<file path="src/sewc_defines.vh">
`ifndef SEWC_DEFINES_VH
`define SEWC_DEFINES_VH

// ****************************************
// Register addresses on the 4-bit port
// ****************************************
`define SEWC_ADDR_VIDEO        4'h0
`define SEWC_ADDR_EXPOSURE     4'h2
`define SEWC_ADDR_GAIN         4'h3
`define SEWC_ADDR_DIVIDER      4'h4
`define SEWC_ADDR_MISC         4'h5
`define SEWC_ADDR_HWIN         4'h6
`define SEWC_ADDR_VWIN         4'h7

// ****************************************
// Reset values
// ****************************************
`define SEWC_RST_EXPOSURE      8'h00
`define SEWC_RST_GAIN          8'h00
`define SEWC_RST_DIVIDER       8'h00
`define SEWC_RST_MISC          8'h00
`define SEWC_RST_HWIN          8'h00
`define SEWC_RST_VWIN          8'h00

// ****************************************
// Field positions
// ****************************************
`define SEWC_EXP_AUTO_BIT      7
`define SEWC_GAIN_MSB          2
`define SEWC_DIV_MSB           5
`define SEWC_MISC_GAMMA        7
`define SEWC_MISC_FLIP         6
`define SEWC_MISC_INDOOR       5
`define SEWC_MISC_BACKLIGHT    4
`define SEWC_MISC_HOLD         3
`define SEWC_MISC_PCLK_GATE    2
`define SEWC_MISC_PCLK_INV     1
`define SEWC_MISC_SHARP_BYP    0

// ****************************************
// Raster geometry, in pixel ticks and lines
// ****************************************
`define SEWC_H_TOTAL           9'd458
`define SEWC_V_TOTAL           10'd625
`define SEWC_H_ACTIVE          9'd384
`define SEWC_V_ACTIVE          10'd288
`define SEWC_BLOCK_W           9'd24
`define SEWC_BLOCK_H           10'd18
`define SEWC_LAST_BLOCK        4'hF

// ****************************************
// Auto exposure
// ****************************************
`define SEWC_AE_BRIGHT_LEVEL   8'h80
`define SEWC_AE_MARGIN         17'h02000
`define SEWC_EXP_MAX           7'h7F
`define SEWC_GAIN_MAX          3'h7

`endif

</file>
<file path="src/sewc_tick_div.v">
`timescale 1ns/100ps

// ****************************************
// Pixel tick divider: one pulse every divisor+1 clocks
// ****************************************
module sewc_tick_div #(
  parameter WIDTH = 6
) (
  input  wire             mclk,
  input  wire             arst_n,
  input  wire [WIDTH-1:0] divisor,
  output reg              tick
);

  reg [WIDTH-1:0] count;

  always @(posedge mclk or negedge arst_n) begin
    if (!arst_n) begin
      count <= {WIDTH{1'b0}};
      tick  <= 1'b0;
    end else if (count >= divisor) begin
      count <= {WIDTH{1'b0}};
      tick  <= 1'b1;
    end else begin
      count <= count + 1'b1;
      tick  <= 1'b0;
    end
  end

endmodule

</file>
<file path="src/sewc_raster.v">
`timescale 1ns/100ps
`include "sewc_defines.vh"

// ****************************************
// Line and frame counters driven by the pixel tick
// ****************************************
module sewc_raster (
  input  wire       mclk,
  input  wire       arst_n,
  input  wire       tick,
  output reg  [8:0] hpos,
  output reg  [9:0] vpos,
  output reg        frame_start
);

  always @(posedge mclk or negedge arst_n) begin
    if (!arst_n) begin
      hpos        <= 9'h000;
      vpos        <= 10'h000;
      frame_start <= 1'b0;
    end else begin
      frame_start <= 1'b0;
      if (tick) begin
        if (hpos == `SEWC_H_TOTAL - 9'd1) begin
          hpos <= 9'h000;
          if (vpos == `SEWC_V_TOTAL - 10'd1) begin
            vpos        <= 10'h000;
            frame_start <= 1'b1;
          end else begin
            vpos <= vpos + 10'd1;
          end
        end else begin
          hpos <= hpos + 9'd1;
        end
      end
    end
  end

endmodule

</file>
<file path="src/sewc_top.v">
`timescale 1ns/100ps
`include "sewc_defines.vh"

module sewc_top (
  input  wire       mclk,
  input  wire       arst_n,
  input  wire       cs_n,
  input  wire       we_n,
  input  wire       oe_n,
  input  wire [3:0] addr,
  input  wire [7:0] data_in,
  output reg  [7:0] data_out,
  output reg        data_oe,
  input  wire [7:0] pixel_sample,
  output reg  [8:0] col_addr,
  output reg  [8:0] row_addr,
  output reg  [7:0] pixel_data,
  output reg        line_valid,
  output reg        frame_sync,
  output reg        pixclk,
  output reg  [6:0] exposure_time_code,
  output reg  [2:0] gain_code,
  output reg        indoor_select,
  output reg        backlight_comp
);

  // ****************************************
  // Functions
  // ****************************************
  // Quotient above 15 only outside the active area, where it is masked
  function [3:0] block_of;
    input [9:0] pos;
    input [9:0] size;
    reg   [9:0] quot;
    begin
      quot     = pos / size;
      block_of = quot[3:0];
    end
  endfunction

  // Window spans start..end; an end before the start runs to the last block
  function in_span;
    input [3:0] blk;
    input [7:0] win;
    reg   [3:0] last;
    begin
      last    = (win[3:0] < win[7:4]) ? `SEWC_LAST_BLOCK : win[3:0];
      in_span = (blk >= win[7:4]) && (blk <= last);
    end
  endfunction

  // Piecewise approximation of a 0.45 power curve
  function [7:0] gamma_curve;
    input [7:0] x;
    reg   [9:0] y;
    begin
      if (x < 8'h10) begin
        y = {x, 2'b00};
      end else if (x < 8'h40) begin
        y = 10'd60 + (({2'b00, x} - 10'd16) * 10'd3 >> 1);
      end else begin
        y = 10'd130 + (({2'b00, x} - 10'd64) * 10'd5 >> 3);
      end
      gamma_curve = (y > 10'd255) ? 8'hFF : y[7:0];
    end
  endfunction

  // ****************************************
  // Pin synchronisers
  // ****************************************
  reg [1:0] cs_sync;
  reg [1:0] we_sync;
  reg [1:0] oe_sync;
  reg [3:0] addr_m;
  reg [3:0] addr_s;
  reg [7:0] din_m;
  reg [7:0] din_s;
  reg       we_prev;
  reg       cs_prev;

  always @(posedge mclk or negedge arst_n) begin
    if (!arst_n) begin
      cs_sync <= 2'b11;
      we_sync <= 2'b11;
      oe_sync <= 2'b11;
      addr_m  <= 4'h0;
      addr_s  <= 4'h0;
      din_m   <= 8'h00;
      din_s   <= 8'h00;
      we_prev <= 1'b1;
      cs_prev <= 1'b1;
    end else begin
      cs_sync <= {cs_sync[0], cs_n};
      we_sync <= {we_sync[0], we_n};
      oe_sync <= {oe_sync[0], oe_n};
      addr_m  <= addr;
      addr_s  <= addr_m;
      din_m   <= data_in;
      din_s   <= din_m;
      we_prev <= we_sync[1];
      cs_prev <= cs_sync[1];
    end
  end

  // Write lands on the rising edge of write enable, so data has settled
  wire wr_strobe = we_sync[1] && !we_prev && !cs_prev;

  // ****************************************
  // Register file
  // ****************************************
  reg [7:0] exposure_control;
  reg [7:0] gain_control;
  reg [7:0] frame_rate_divider;
  reg [7:0] misc_control;
  reg [7:0] horizontal_window;
  reg [7:0] vertical_window;

  always @(posedge mclk or negedge arst_n) begin
    if (!arst_n) begin
      exposure_control   <= `SEWC_RST_EXPOSURE;
      gain_control       <= `SEWC_RST_GAIN;
      frame_rate_divider <= `SEWC_RST_DIVIDER;
      misc_control       <= `SEWC_RST_MISC;
      horizontal_window  <= `SEWC_RST_HWIN;
      vertical_window    <= `SEWC_RST_VWIN;
    end else if (wr_strobe) begin
      case (addr_s)
        `SEWC_ADDR_EXPOSURE: exposure_control   <= din_s;
        `SEWC_ADDR_GAIN:     gain_control       <= {5'h00, din_s[`SEWC_GAIN_MSB:0]};
        `SEWC_ADDR_DIVIDER:  frame_rate_divider <= {2'b00, din_s[`SEWC_DIV_MSB:0]};
        `SEWC_ADDR_MISC:     misc_control       <= din_s;
        `SEWC_ADDR_HWIN:     horizontal_window  <= din_s;
        `SEWC_ADDR_VWIN:     vertical_window    <= din_s;
        default: begin
        end
      endcase
    end
  end

  // Unimplemented bits and addresses read as zero; address 0 shows the live byte
  always @(posedge mclk or negedge arst_n) begin
    if (!arst_n) begin
      data_out <= 8'h00;
      data_oe  <= 1'b0;
    end else begin
      data_oe <= !cs_sync[1] && !oe_sync[1] && we_sync[1];
      case (addr_s)
        `SEWC_ADDR_VIDEO:    data_out <= pixel_data;
        `SEWC_ADDR_EXPOSURE: data_out <= exposure_control;
        `SEWC_ADDR_GAIN:     data_out <= gain_control;
        `SEWC_ADDR_DIVIDER:  data_out <= frame_rate_divider;
        `SEWC_ADDR_MISC:     data_out <= misc_control;
        `SEWC_ADDR_HWIN:     data_out <= horizontal_window;
        `SEWC_ADDR_VWIN:     data_out <= vertical_window;
        default:             data_out <= 8'h00;
      endcase
    end
  end

  // ****************************************
  // Frame-aligned shadow of settings
  // ****************************************
  // Divider and window changes take hold at a frame start so no frame is split between two settings
  wire       frame_start;
  reg  [5:0] divisor_live;
  reg  [7:0] hwin_live;
  reg  [7:0] vwin_live;

  always @(posedge mclk or negedge arst_n) begin
    if (!arst_n) begin
      divisor_live <= 6'h00;
      hwin_live    <= `SEWC_RST_HWIN;
      vwin_live    <= `SEWC_RST_VWIN;
    end else if (frame_start) begin
      divisor_live <= frame_rate_divider[`SEWC_DIV_MSB:0];
      hwin_live    <= horizontal_window;
      vwin_live    <= vertical_window;
    end
  end

  // ****************************************
  // Timing
  // ****************************************
  wire       tick;
  wire [8:0] hpos;
  wire [9:0] vpos;

  // Tick every divisor+1 clocks; pixel clock toggles per tick, but stops outside the window while the gate bit is set
  sewc_tick_div #(
    .WIDTH (6)
  ) u_div (
    .mclk    (mclk),
    .arst_n  (arst_n),
    .divisor (divisor_live),
    .tick    (tick)
  );

  // 458 ticks by 625 lines per frame
  sewc_raster u_raster (
    .mclk        (mclk),
    .arst_n      (arst_n),
    .tick        (tick),
    .hpos        (hpos),
    .vpos        (vpos),
    .frame_start (frame_start)
  );

  wire active = (hpos < `SEWC_H_ACTIVE) && (vpos < `SEWC_V_ACTIVE);
  wire [3:0] hblk = block_of({1'b0, hpos}, {1'b0, `SEWC_BLOCK_W});
  wire [3:0] vblk = block_of(vpos, `SEWC_BLOCK_H);
  wire in_window = active && in_span(hblk, hwin_live) && in_span(vblk, vwin_live);

  // ****************************************
  // Pixel path
  // ****************************************
  wire flip  = misc_control[`SEWC_MISC_FLIP];
  reg  window_d;
  reg  [7:0] prev_pix;
  reg  next_pclk;
  reg  pclk_phase;

  wire [7:0] toned = misc_control[`SEWC_MISC_GAMMA] ? gamma_curve(pixel_sample) : pixel_sample;
  wire signed [9:0] edge_term = ($signed({2'b00, toned}) - $signed({2'b00, prev_pix})) >>> 1;
  wire signed [9:0] sharp_val = $signed({2'b00, toned}) + edge_term;
  wire [7:0] sharpened = sharp_val[9] ? 8'h00 : (sharp_val[8] ? 8'hFF : sharp_val[7:0]);
  wire [7:0] out_pix = misc_control[`SEWC_MISC_SHARP_BYP] ? toned : sharpened;

  always @* begin
    next_pclk = pclk_phase;
    if (tick) begin
      if (!misc_control[`SEWC_MISC_PCLK_GATE] || in_window || window_d) begin
        next_pclk = !pclk_phase;
      end else begin
        next_pclk = 1'b0;
      end
    end
  end

  always @(posedge mclk or negedge arst_n) begin
    if (!arst_n) begin
      col_addr   <= 9'h000;
      row_addr   <= 9'h000;
      pixel_data <= 8'h00;
      line_valid <= 1'b0;
      frame_sync <= 1'b0;
      window_d   <= 1'b0;
      prev_pix   <= 8'h00;
      pclk_phase <= 1'b0;
      pixclk     <= 1'b0;
    end else begin
      pclk_phase <= next_pclk;
      pixclk     <= next_pclk ^ misc_control[`SEWC_MISC_PCLK_INV];
      if (tick) begin
        // Address this tick, sample returns for the next one
        col_addr   <= (flip && active) ? (`SEWC_H_ACTIVE - 9'd1 - hpos) : hpos;
        row_addr   <= vpos[8:0];
        window_d   <= in_window;
        // Data keeps flowing outside the window; only line_valid qualifies it
        pixel_data <= out_pix;
        prev_pix   <= toned;
        line_valid <= window_d;
        frame_sync <= (vpos == 10'd0);
      end
    end
  end

  // ****************************************
  // Exposure and gain
  // ****************************************
  wire auto_mode = exposure_control[`SEWC_EXP_AUTO_BIT];
  wire hold      = misc_control[`SEWC_MISC_HOLD];
  reg  [16:0] bright_cnt;
  reg  [16:0] dark_cnt;
  reg  [6:0]  ae_exposure;
  reg  [2:0]  ae_gain;

  // Crude brightness balance: whole image counted, as the metering ignores the window
  always @(posedge mclk or negedge arst_n) begin
    if (!arst_n) begin
      bright_cnt  <= 17'h00000;
      dark_cnt    <= 17'h00000;
      ae_exposure <= `SEWC_EXP_MAX;
      ae_gain     <= 3'h0;
    end else if (frame_start) begin
      bright_cnt <= 17'h00000;
      dark_cnt   <= 17'h00000;
      if (auto_mode && !hold) begin
        if (bright_cnt > dark_cnt + `SEWC_AE_MARGIN) begin
          if (ae_gain != 3'h0) begin
            ae_gain <= ae_gain - 3'd1;
          end else if (ae_exposure != 7'h00) begin
            ae_exposure <= ae_exposure - 7'd1;
          end
        end else if (dark_cnt > bright_cnt + `SEWC_AE_MARGIN) begin
          if (ae_exposure != `SEWC_EXP_MAX) begin
            ae_exposure <= ae_exposure + 7'd1;
          end else if (ae_gain != `SEWC_GAIN_MAX) begin
            ae_gain <= ae_gain + 3'd1;
          end
        end
      end
    end else if (tick && active) begin
      if (pixel_sample >= `SEWC_AE_BRIGHT_LEVEL) begin
        bright_cnt <= bright_cnt + 17'd1;
      end else begin
        dark_cnt <= dark_cnt + 17'd1;
      end
    end
  end

  // Exposure and gain codes update once per frame, settled well inside two frames; indoor and backlight follow the register at once
  always @(posedge mclk or negedge arst_n) begin
    if (!arst_n) begin
      exposure_time_code <= 7'h00;
      gain_code          <= 3'h0;
      indoor_select      <= 1'b0;
      backlight_comp     <= 1'b0;
    end else begin
      indoor_select  <= misc_control[`SEWC_MISC_INDOOR];
      backlight_comp <= misc_control[`SEWC_MISC_BACKLIGHT];
      if (frame_start) begin
        if (auto_mode) begin
          exposure_time_code <= ae_exposure;
          gain_code          <= ae_gain;
        end else begin
          exposure_time_code <= exposure_control[6:0];
          gain_code          <= gain_control[`SEWC_GAIN_MSB:0];
        end
      end
    end
  end

endmodule

</file>
<file path="config.mk">
export PLATFORM = sky130hd
export DESIGN_NAME = sewc_top
export DESIGN_NICKNAME = d
export VERILOG_FILES = /design/src/sewc_tick_div.v /design/src/sewc_raster.v /design/src/sewc_top.v
export VERILOG_INCLUDE_DIRS = /design/src /design/src/src
export SDC_FILE = /design/constraint.sdc
export NUM_CORES = 1
export LEC_CHECK = 0
export BUFFER_PORTS_ARGS = -buffer_cell sky130_fd_sc_hd__buf_4
export CORE_MARGIN = 10
export CORE_UTILIZATION = 25
export DETAILED_ROUTE_END_ITERATION = 10
export SYNTH_ARGS = -nofsm -noshare
export SYNTH_HDL_FRONTEND = slang
export SYNTH_HIERARCHICAL = 1
export SYNTH_SLANG_ARGS = --single-unit
</file>
<file path="constraint.sdc">
create_clock -name mclk -period 6.8 [get_ports mclk]
set_clock_uncertainty 0.2 [all_clocks]
set_input_delay 0.68 -clock mclk [delete_from_list [all_inputs] [get_ports mclk]]
set_output_delay 0.68 -clock mclk [all_outputs]
set_load 0.01 [all_outputs]
</file>
After elaboration in Yosys (flattened, before gate mapping) --
Cells that the tools add are included.
Cells by class: add/subtract/negate cells 18, multipliers 2, div/mod/pow operators 2, order comparisons 15, eq/ne operators 15, shift operators 0, muxes and demuxes 38, bitwise gates (word level) 1, reductions and logical operators 41
Operator list (count):
- 2-to-1 mux 17 bit | 6
- one-hot mux 8 bit (7 select lines) | 1
- 2-to-1 mux 7 bit | 6
- 2-to-1 mux 8 bit | 5
- adder 17 x 1 -> 17 bit, second input constant | 2
- adder 17 x 14 -> 17 bit, second input constant | 2
- > comparator 17 bit | 2
- 2-to-1 mux 10 bit | 3
- 2-to-1 mux 3 bit | 6
- 2-to-1 mux 9 bit | 2
- AND reduction 2 bit | 9
- == test 4 x 3 -> 1 bit, second input constant | 4
- logical AND 1 bit | 12
- AND reduction 6 bit | 2
- adder 10 x 1 -> 10 bit, second input constant | 1
- adder 6 x 9 -> 10 bit, first input constant | 1
- adder 9 x 8 -> 10 bit | 1
- divider 10 x 5 -> 10 bit, second input constant | 1
- divider 9 x 5 -> 10 bit, second input constant | 1
- == test 10 bit, second input constant | 1
- > comparator 10 x 8 -> 1 bit, second input constant | 1
- logical NOT 10 bit | 1
- < comparator 10 x 9 -> 1 bit, second input constant | 1
- multiplier 10 x 2 -> 10 bit, second input constant | 1
- 36 further kinds | 60
Storage, ports and cells: register bits 226, latch bits 0, bits in writable memories 0, memory bits (read-only) 0, input bits 25, output and inout port bits 50, logic and storage cells 174, memories 0

Logic depth before layout (Yosys ltp) --
depth after elaboration 13, depth in mapped cells 29, depth with buffers taken out 29

Hierarchy --
Netlist, hierarchy kept.
Modules (own cells, without submodules):
- sewc_top | instances 1, cells each 1202, area each 12041.5 µm², seq. area each 4998.5 µm²
- sewc_raster | instances 1, cells each 108, area each 1058.5 µm², seq. area each 500.5 µm²
- sewc_tick_div | instances 1, cells each 45, area each 445.4 µm², seq. area each 175.2 µm²

Worst setup path after synthesis --
No wires, ideal clock.
path kind input-to-reg, start input port pixel_sample[5], end register pixel_data[6], setup time 88 ps, arrival 6131 ps, data required time 6512 ps, slack 381 ps, cell stages on the path 23, buffers on the path 0, cell sequence inv_1 ha_1 xor2_1 ha_1 or3_4 a2111oi_4 or4b_4 o211ai_4 a31oi_1 or2_2 ha_1 a21oi_1 a41o_1 xnor2_1 ha_1 a21oi_1 o21ai_0 a2111o_1 a31oi_1 o21ai_0 a21oi_1 o21ai_0 a41oi_1
On the way: word-level cells in the longest chain between the ends 13, elaborated cells between the ends (all ways) 18, classes of those cells add/sub: 6; mul: 2; order compare: 3; mux: 7
RTL lines:
- start, declared | line sewc_top.v:14 | input wire [7:0] pixel_sample,
- subtractor 8 x 5 -> 9 bit or subtractor 8 x 7 -> 9 bit (tied branches) | line sewc_top.v:60, sewc_top.v:62
- multiplier 10 x 2 -> 10 bit or multiplier 10 x 3 -> 10 bit (tied branches) | line sewc_top.v:60, sewc_top.v:62
- adder 6 x 9 -> 10 bit or adder 8 x 7 -> 9 bit (tied branches) | line sewc_top.v:60, sewc_top.v:62
- 2-to-1 mux 10 bit | line sewc_top.v:59 | end else if (x < 8'h40) begin
- 2-to-1 mux 10 bit (*) | line sewc_top.v:57 | if (x < 8'h10) begin
- > comparator 10 x 8 -> 1 bit | line sewc_top.v:64 | gamma_curve = (y > 10'd255) ? 8'hFF : y[7:0];
- 2-to-1 mux 8 bit (*) | line sewc_top.v:64
- 2-to-1 mux 8 bit (*) | line sewc_top.v:222 | wire [7:0] toned = misc_control[`SEWC_MISC_GAMMA] ? gamma_curve(pixel_sample) : pixel_sample;
- via toned[2] | line sewc_top.v:222
- subtractor 8 x 8 -> 9 bit | line sewc_top.v:223 | wire signed [9:0] edge_term = ($signed({2'b00, toned}) - $signed({2'b00, prev_pix})) >>> 1;
- adder 9 x 8 -> 10 bit (*) | line sewc_top.v:224 | wire signed [9:0] sharp_val = $signed({2'b00, toned}) + edge_term;
- 2-to-1 mux 8 bit | line sewc_top.v:225 | wire [7:0] sharpened = sharp_val[9] ? 8'h00 : (sharp_val[8] ? 8'hFF : sharp_val[7:0]);
- 2-to-1 mux 8 bit (*) | line sewc_top.v:225
- 2-to-1 mux 8 bit (*) | line sewc_top.v:226 | wire [7:0] out_pix = misc_control[`SEWC_MISC_SHARP_BYP] ? toned : sharpened;
- end signal, assigned | line sewc_top.v:259 | pixel_data <= out_pix;
- end, declared | line sewc_top.v:17 | output reg [7:0] pixel_data,
The timed path passes the listed nets; every way through them passes the cells marked *. A chain may end at the register's enable or synchronous reset.

Final worst setup path --
start input port pixel_sample[5], end register pixel_data[7]
Same word-level chain as after synthesis.

==> out/summary.txt <==
Run status = finished, final reports clean
FILL cells = 5498
Post-DP HPWL = 25450 um
Clock power share = 35.3%
Layout cells sized above 1 = 17.60%
Sw Ratio = 32.23%
Sw Pwr = 1.369 mW
Overflow after GRT = 0
I/O pins = 75
Die Footprint = 63890 um^2
RePlAce Congestion = 0.8730
Nets = 1611
Tot GR Track Use = 10.73%
Row count = 85
Post-DRT Antenna Nets = 0
Initial Utilization = 25.22%
Primary FF master, synth = dfrtp_1
Synth Warn # = 6
Finished Core Util = 30.08%
Via density = 4.764
Worst-path fanout max = 8
CTS clock-pin slew for the worst setup and hold paths = 0.06 ns
PwrDens = 262.9 nW/um^2
Chip height = 252.8 um
Register area share after synthesis = 41.89%
Post-Place Setup Slack = -0.1047 ns
Antenna violations before repair = 0
Placeable Area = 53710 um^2
Syn-to-layout area delta = 19.26%
Post-synthesis cell count = 1355
Vias in the first global route = 10452
Final Setup Violations = 0
Diodes inserted = 0
Post-CTS setup buffers = 0
1st-iter DRT viols = 606
Syn Nets = 1505
Async SR Flop Fraction = 100.0%
Synth Cell Area = 13550 um^2
Routed len/inst = 15.81 um
CP Class = in2reg
Netlist cell types = 81
Max cap viols = 0
Htree depth = 1
Min Hold Slack = 0.1481 ns
Hold path start = addr_m[1]
Crit Reg-Reg Endpoint = pixclk
FF-to-FF Start = u_raster/vpos[5]
Fin. Hold Viols = 0
Int Power = 2.878 mW
Total number of vias = 10380
Number of synthesized flops with an enable pin = 0
Hold Crit Class = reg2reg
Worst Hold End = addr_s[1]
Min Tclk post-route = 6.328 ns
Sequential Power Share = 38.6%
Worst slew pin tran = 1.107 ns
CP required = 7.07 ns
Syn_area_per_cell = 9.997 um^2
Peak supply drop = 184.0 uV
CP startpoint kind = primary input
Post-route setup slack = 0.4717 ns
Largest net degree at the start of global routing = 153
DR DRC count = 0
Tcrit/Tclk final = 93.06%
FF-to-FF path depth = 19
Port bufs = 74
Crit end category = flip-flop
Clock buffer depth = 3
Wire length of the first global-routing pass = 56500 um
Fin. max-slew vios = 0
Critical Path AT = 6.60 ns
R2R Setup Slk = 1.65 ns
Num CTS Buffers = 28
CTS tree = yes
Clk sinks = 226
DRT Pass-1 Iters = 4
Max Fclk = 158.0 MHz
Hold Crit Depth = 0
CTS Root Cell = clkbuf_16
Total leakage power = 7.413 nW
Post-Route WL = 34450 um
Clock Latency Late Sink = 0.57 ns
Combinational share of power = 26.1%
Worst slew margin = 25.59%
Unrepaired setup endpoints after global routing = no
Chip width = 252.8 um
FF+latch count, synth = 226
==> critical path, stage by stage <==
cell and delay, ns:
buf_4 0.14, inv_1 0.09, ha_1 0.21, xor2_1 0.22
ha_1 0.32, or3_4 0.43, a2111oi_4 0.41, or4b_4 0.52
o211ai_4 0.23, a31oi_1 0.15, or2_2 0.32, ha_1 0.32
nor2b_1 0.14, o21ai_1 0.17, a21boi_0 0.14, o21ai_0 0.25
nand2_1 0.10, xor2_1 0.15, ha_1 0.32, nor3_1 0.06
nor2_1 0.15, a31oi_1 0.11, or3_1 0.31, a21oi_1 0.14
buf_4 0.17, o21ai_0 0.10, a41oi_1 0.23
==> cell type report <==
class / instances / area (um^2) / share of cell area (%)
clock buffers: 39 / 782.0 / 4.841
clock inverters: 13 / 153.9 / 0.9527
inverters: 116 / 435.4 / 2.695
multi-input cells: 975 / 7320 / 45.31
flip-flops and latches: 226 / 5677 / 35.14
well taps: 696 / 870.8 / 5.391
repair buffers: 114 / 915.9 / 5.670
==> metrics by stage <==
step                      cells  TNS [ns]  cell area [um^2]  power [mW]
after global placement     2111         0             15030       2.725
after floorplan            1355         0             13550       2.357
final                      2179         0             16150       4.247
after CTS                  2179         0             16120       4.284
after detailed placement   2111   -0.3133             15030       2.746
after global routing       2179         0             16150       4.505
==> placed cells by master (no fill, tap or decap), types with 15 or more instances in the layout <==
cell,count
inv_1,116
ha_1,118
nand2_1,71
dfrtp_1,209
nand3_1,35
xor2_1,24
a21oi_1,60
xnor2_1,61
clkbuf_16,28
o21ai_0,60
buf_4,96
dfstp_2,15
nor2_1,125
nand2b_1,16
a31oi_1,17
nand4_1,16
mux2_2,75
a211oi_1,17
dlygate4sd3_1,16
a21o_1,37
mux2i_1,18
nor3_1,22
==> cell families after synthesis <==
kind of cell    count (synthesis)  share of synthesized area (%)
mux                            95                          7.759
flops                         226                          41.89
fa+ha+maj                     125                          11.93
compound gates                310                          15.60
xor+xnor                       87                          5.681
simple gates                  358                          12.84
buf+inv                       154                          4.295
==> how the worst max path moves through the flow <==
stage	from	to	cells past startpoint
floorplan	pixel_sample[5]	pixel_data[6]	23
global placement	pixel_sample[5]	pixel_data[6]	27
detailed placement	pixel_sample[5]	pixel_data[7]	27
CTS	pixel_sample[5]	pixel_data[7]	27
global route	pixel_sample[5]	pixel_data[7]	25
finish	pixel_sample[5]	pixel_data[7]	27
==> power by group through the flow <==
stage          Combinational (mW)  Clock [mW]  Sequential (mW)
6_report                     1.11        1.50             1.64
5_1_grt                      1.25        1.60             1.66
4_1_cts                      1.10        1.54             1.64
3_5_place_dp                 1.09           0             1.66
3_3_place_gp                 1.07           0             1.66
2_1_floorplan               0.757           0             1.60
==> Yosys cell counts, types with 5 or more instances <==
cell type | count | area (um^2)
a211oi_1 | 18 | 135.1
a21o_1 | 37 | 277.8
a21oi_1 | 61 | 305.3
a22oi_1 | 14 | 105.1
a31oi_1 | 18 | 112.6
a41oi_1 | 8 | 70.07
and2_1 | 5 | 31.28
and3_1 | 11 | 68.82
clkbuf_1 | 34 | 127.6
dfrtp_1 | 211 | 5280
dfstp_2 | 15 | 394.1
fa_1 | 7 | 140.1
ha_1 | 118 | 1476
inv_1 | 116 | 435.4
mux2_2 | 75 | 844.6
mux2i_1 | 18 | 180.2
nand2_1 | 71 | 266.5
nand2b_1 | 16 | 100.1
nand3_1 | 35 | 175.2
nand4_1 | 16 | 100.1
nor2_1 | 125 | 469.2
nor2b_1 | 12 | 75.07
nor3_1 | 22 | 110.1
nor3b_1 | 6 | 45.04
nor4_1 | 11 | 68.82
o211ai_1 | 12 | 90.09
o21a_1 | 6 | 45.04
o21ai_0 | 61 | 305.3
o22ai_1 | 8 | 50.05
or2_2 | 7 | 43.79
or3_1 | 7 | 43.79
xnor2_1 | 62 | 543.0
xor2_1 | 24 | 210.2
==> routing by layer <==
layer	vias to the layer above	GRT usage [%]	wire length (um)
met4	0	2.374	488
li1	5041	-	-
met5	-	0	0
met2	163	17.72	16120
met3	37	1.876	1425
met1	5139	14.39	16420
==> what timing repair did <==
item,CTS,global route
endpoints found under the setup margin,0,6
hold endpoints to repair,87,0
resized for setup,0,6
hold buffers,16,0
==> flip-flops by register name, summed over array words and instances (netlist names), 9 cells and up <==
register / cells
row_addr: 9
u_raster/hpos: 9
col_addr: 9
dark_cnt: 17
bright_cnt: 17
u_raster/vpos: 10
(Power assumes the default switching activity.)
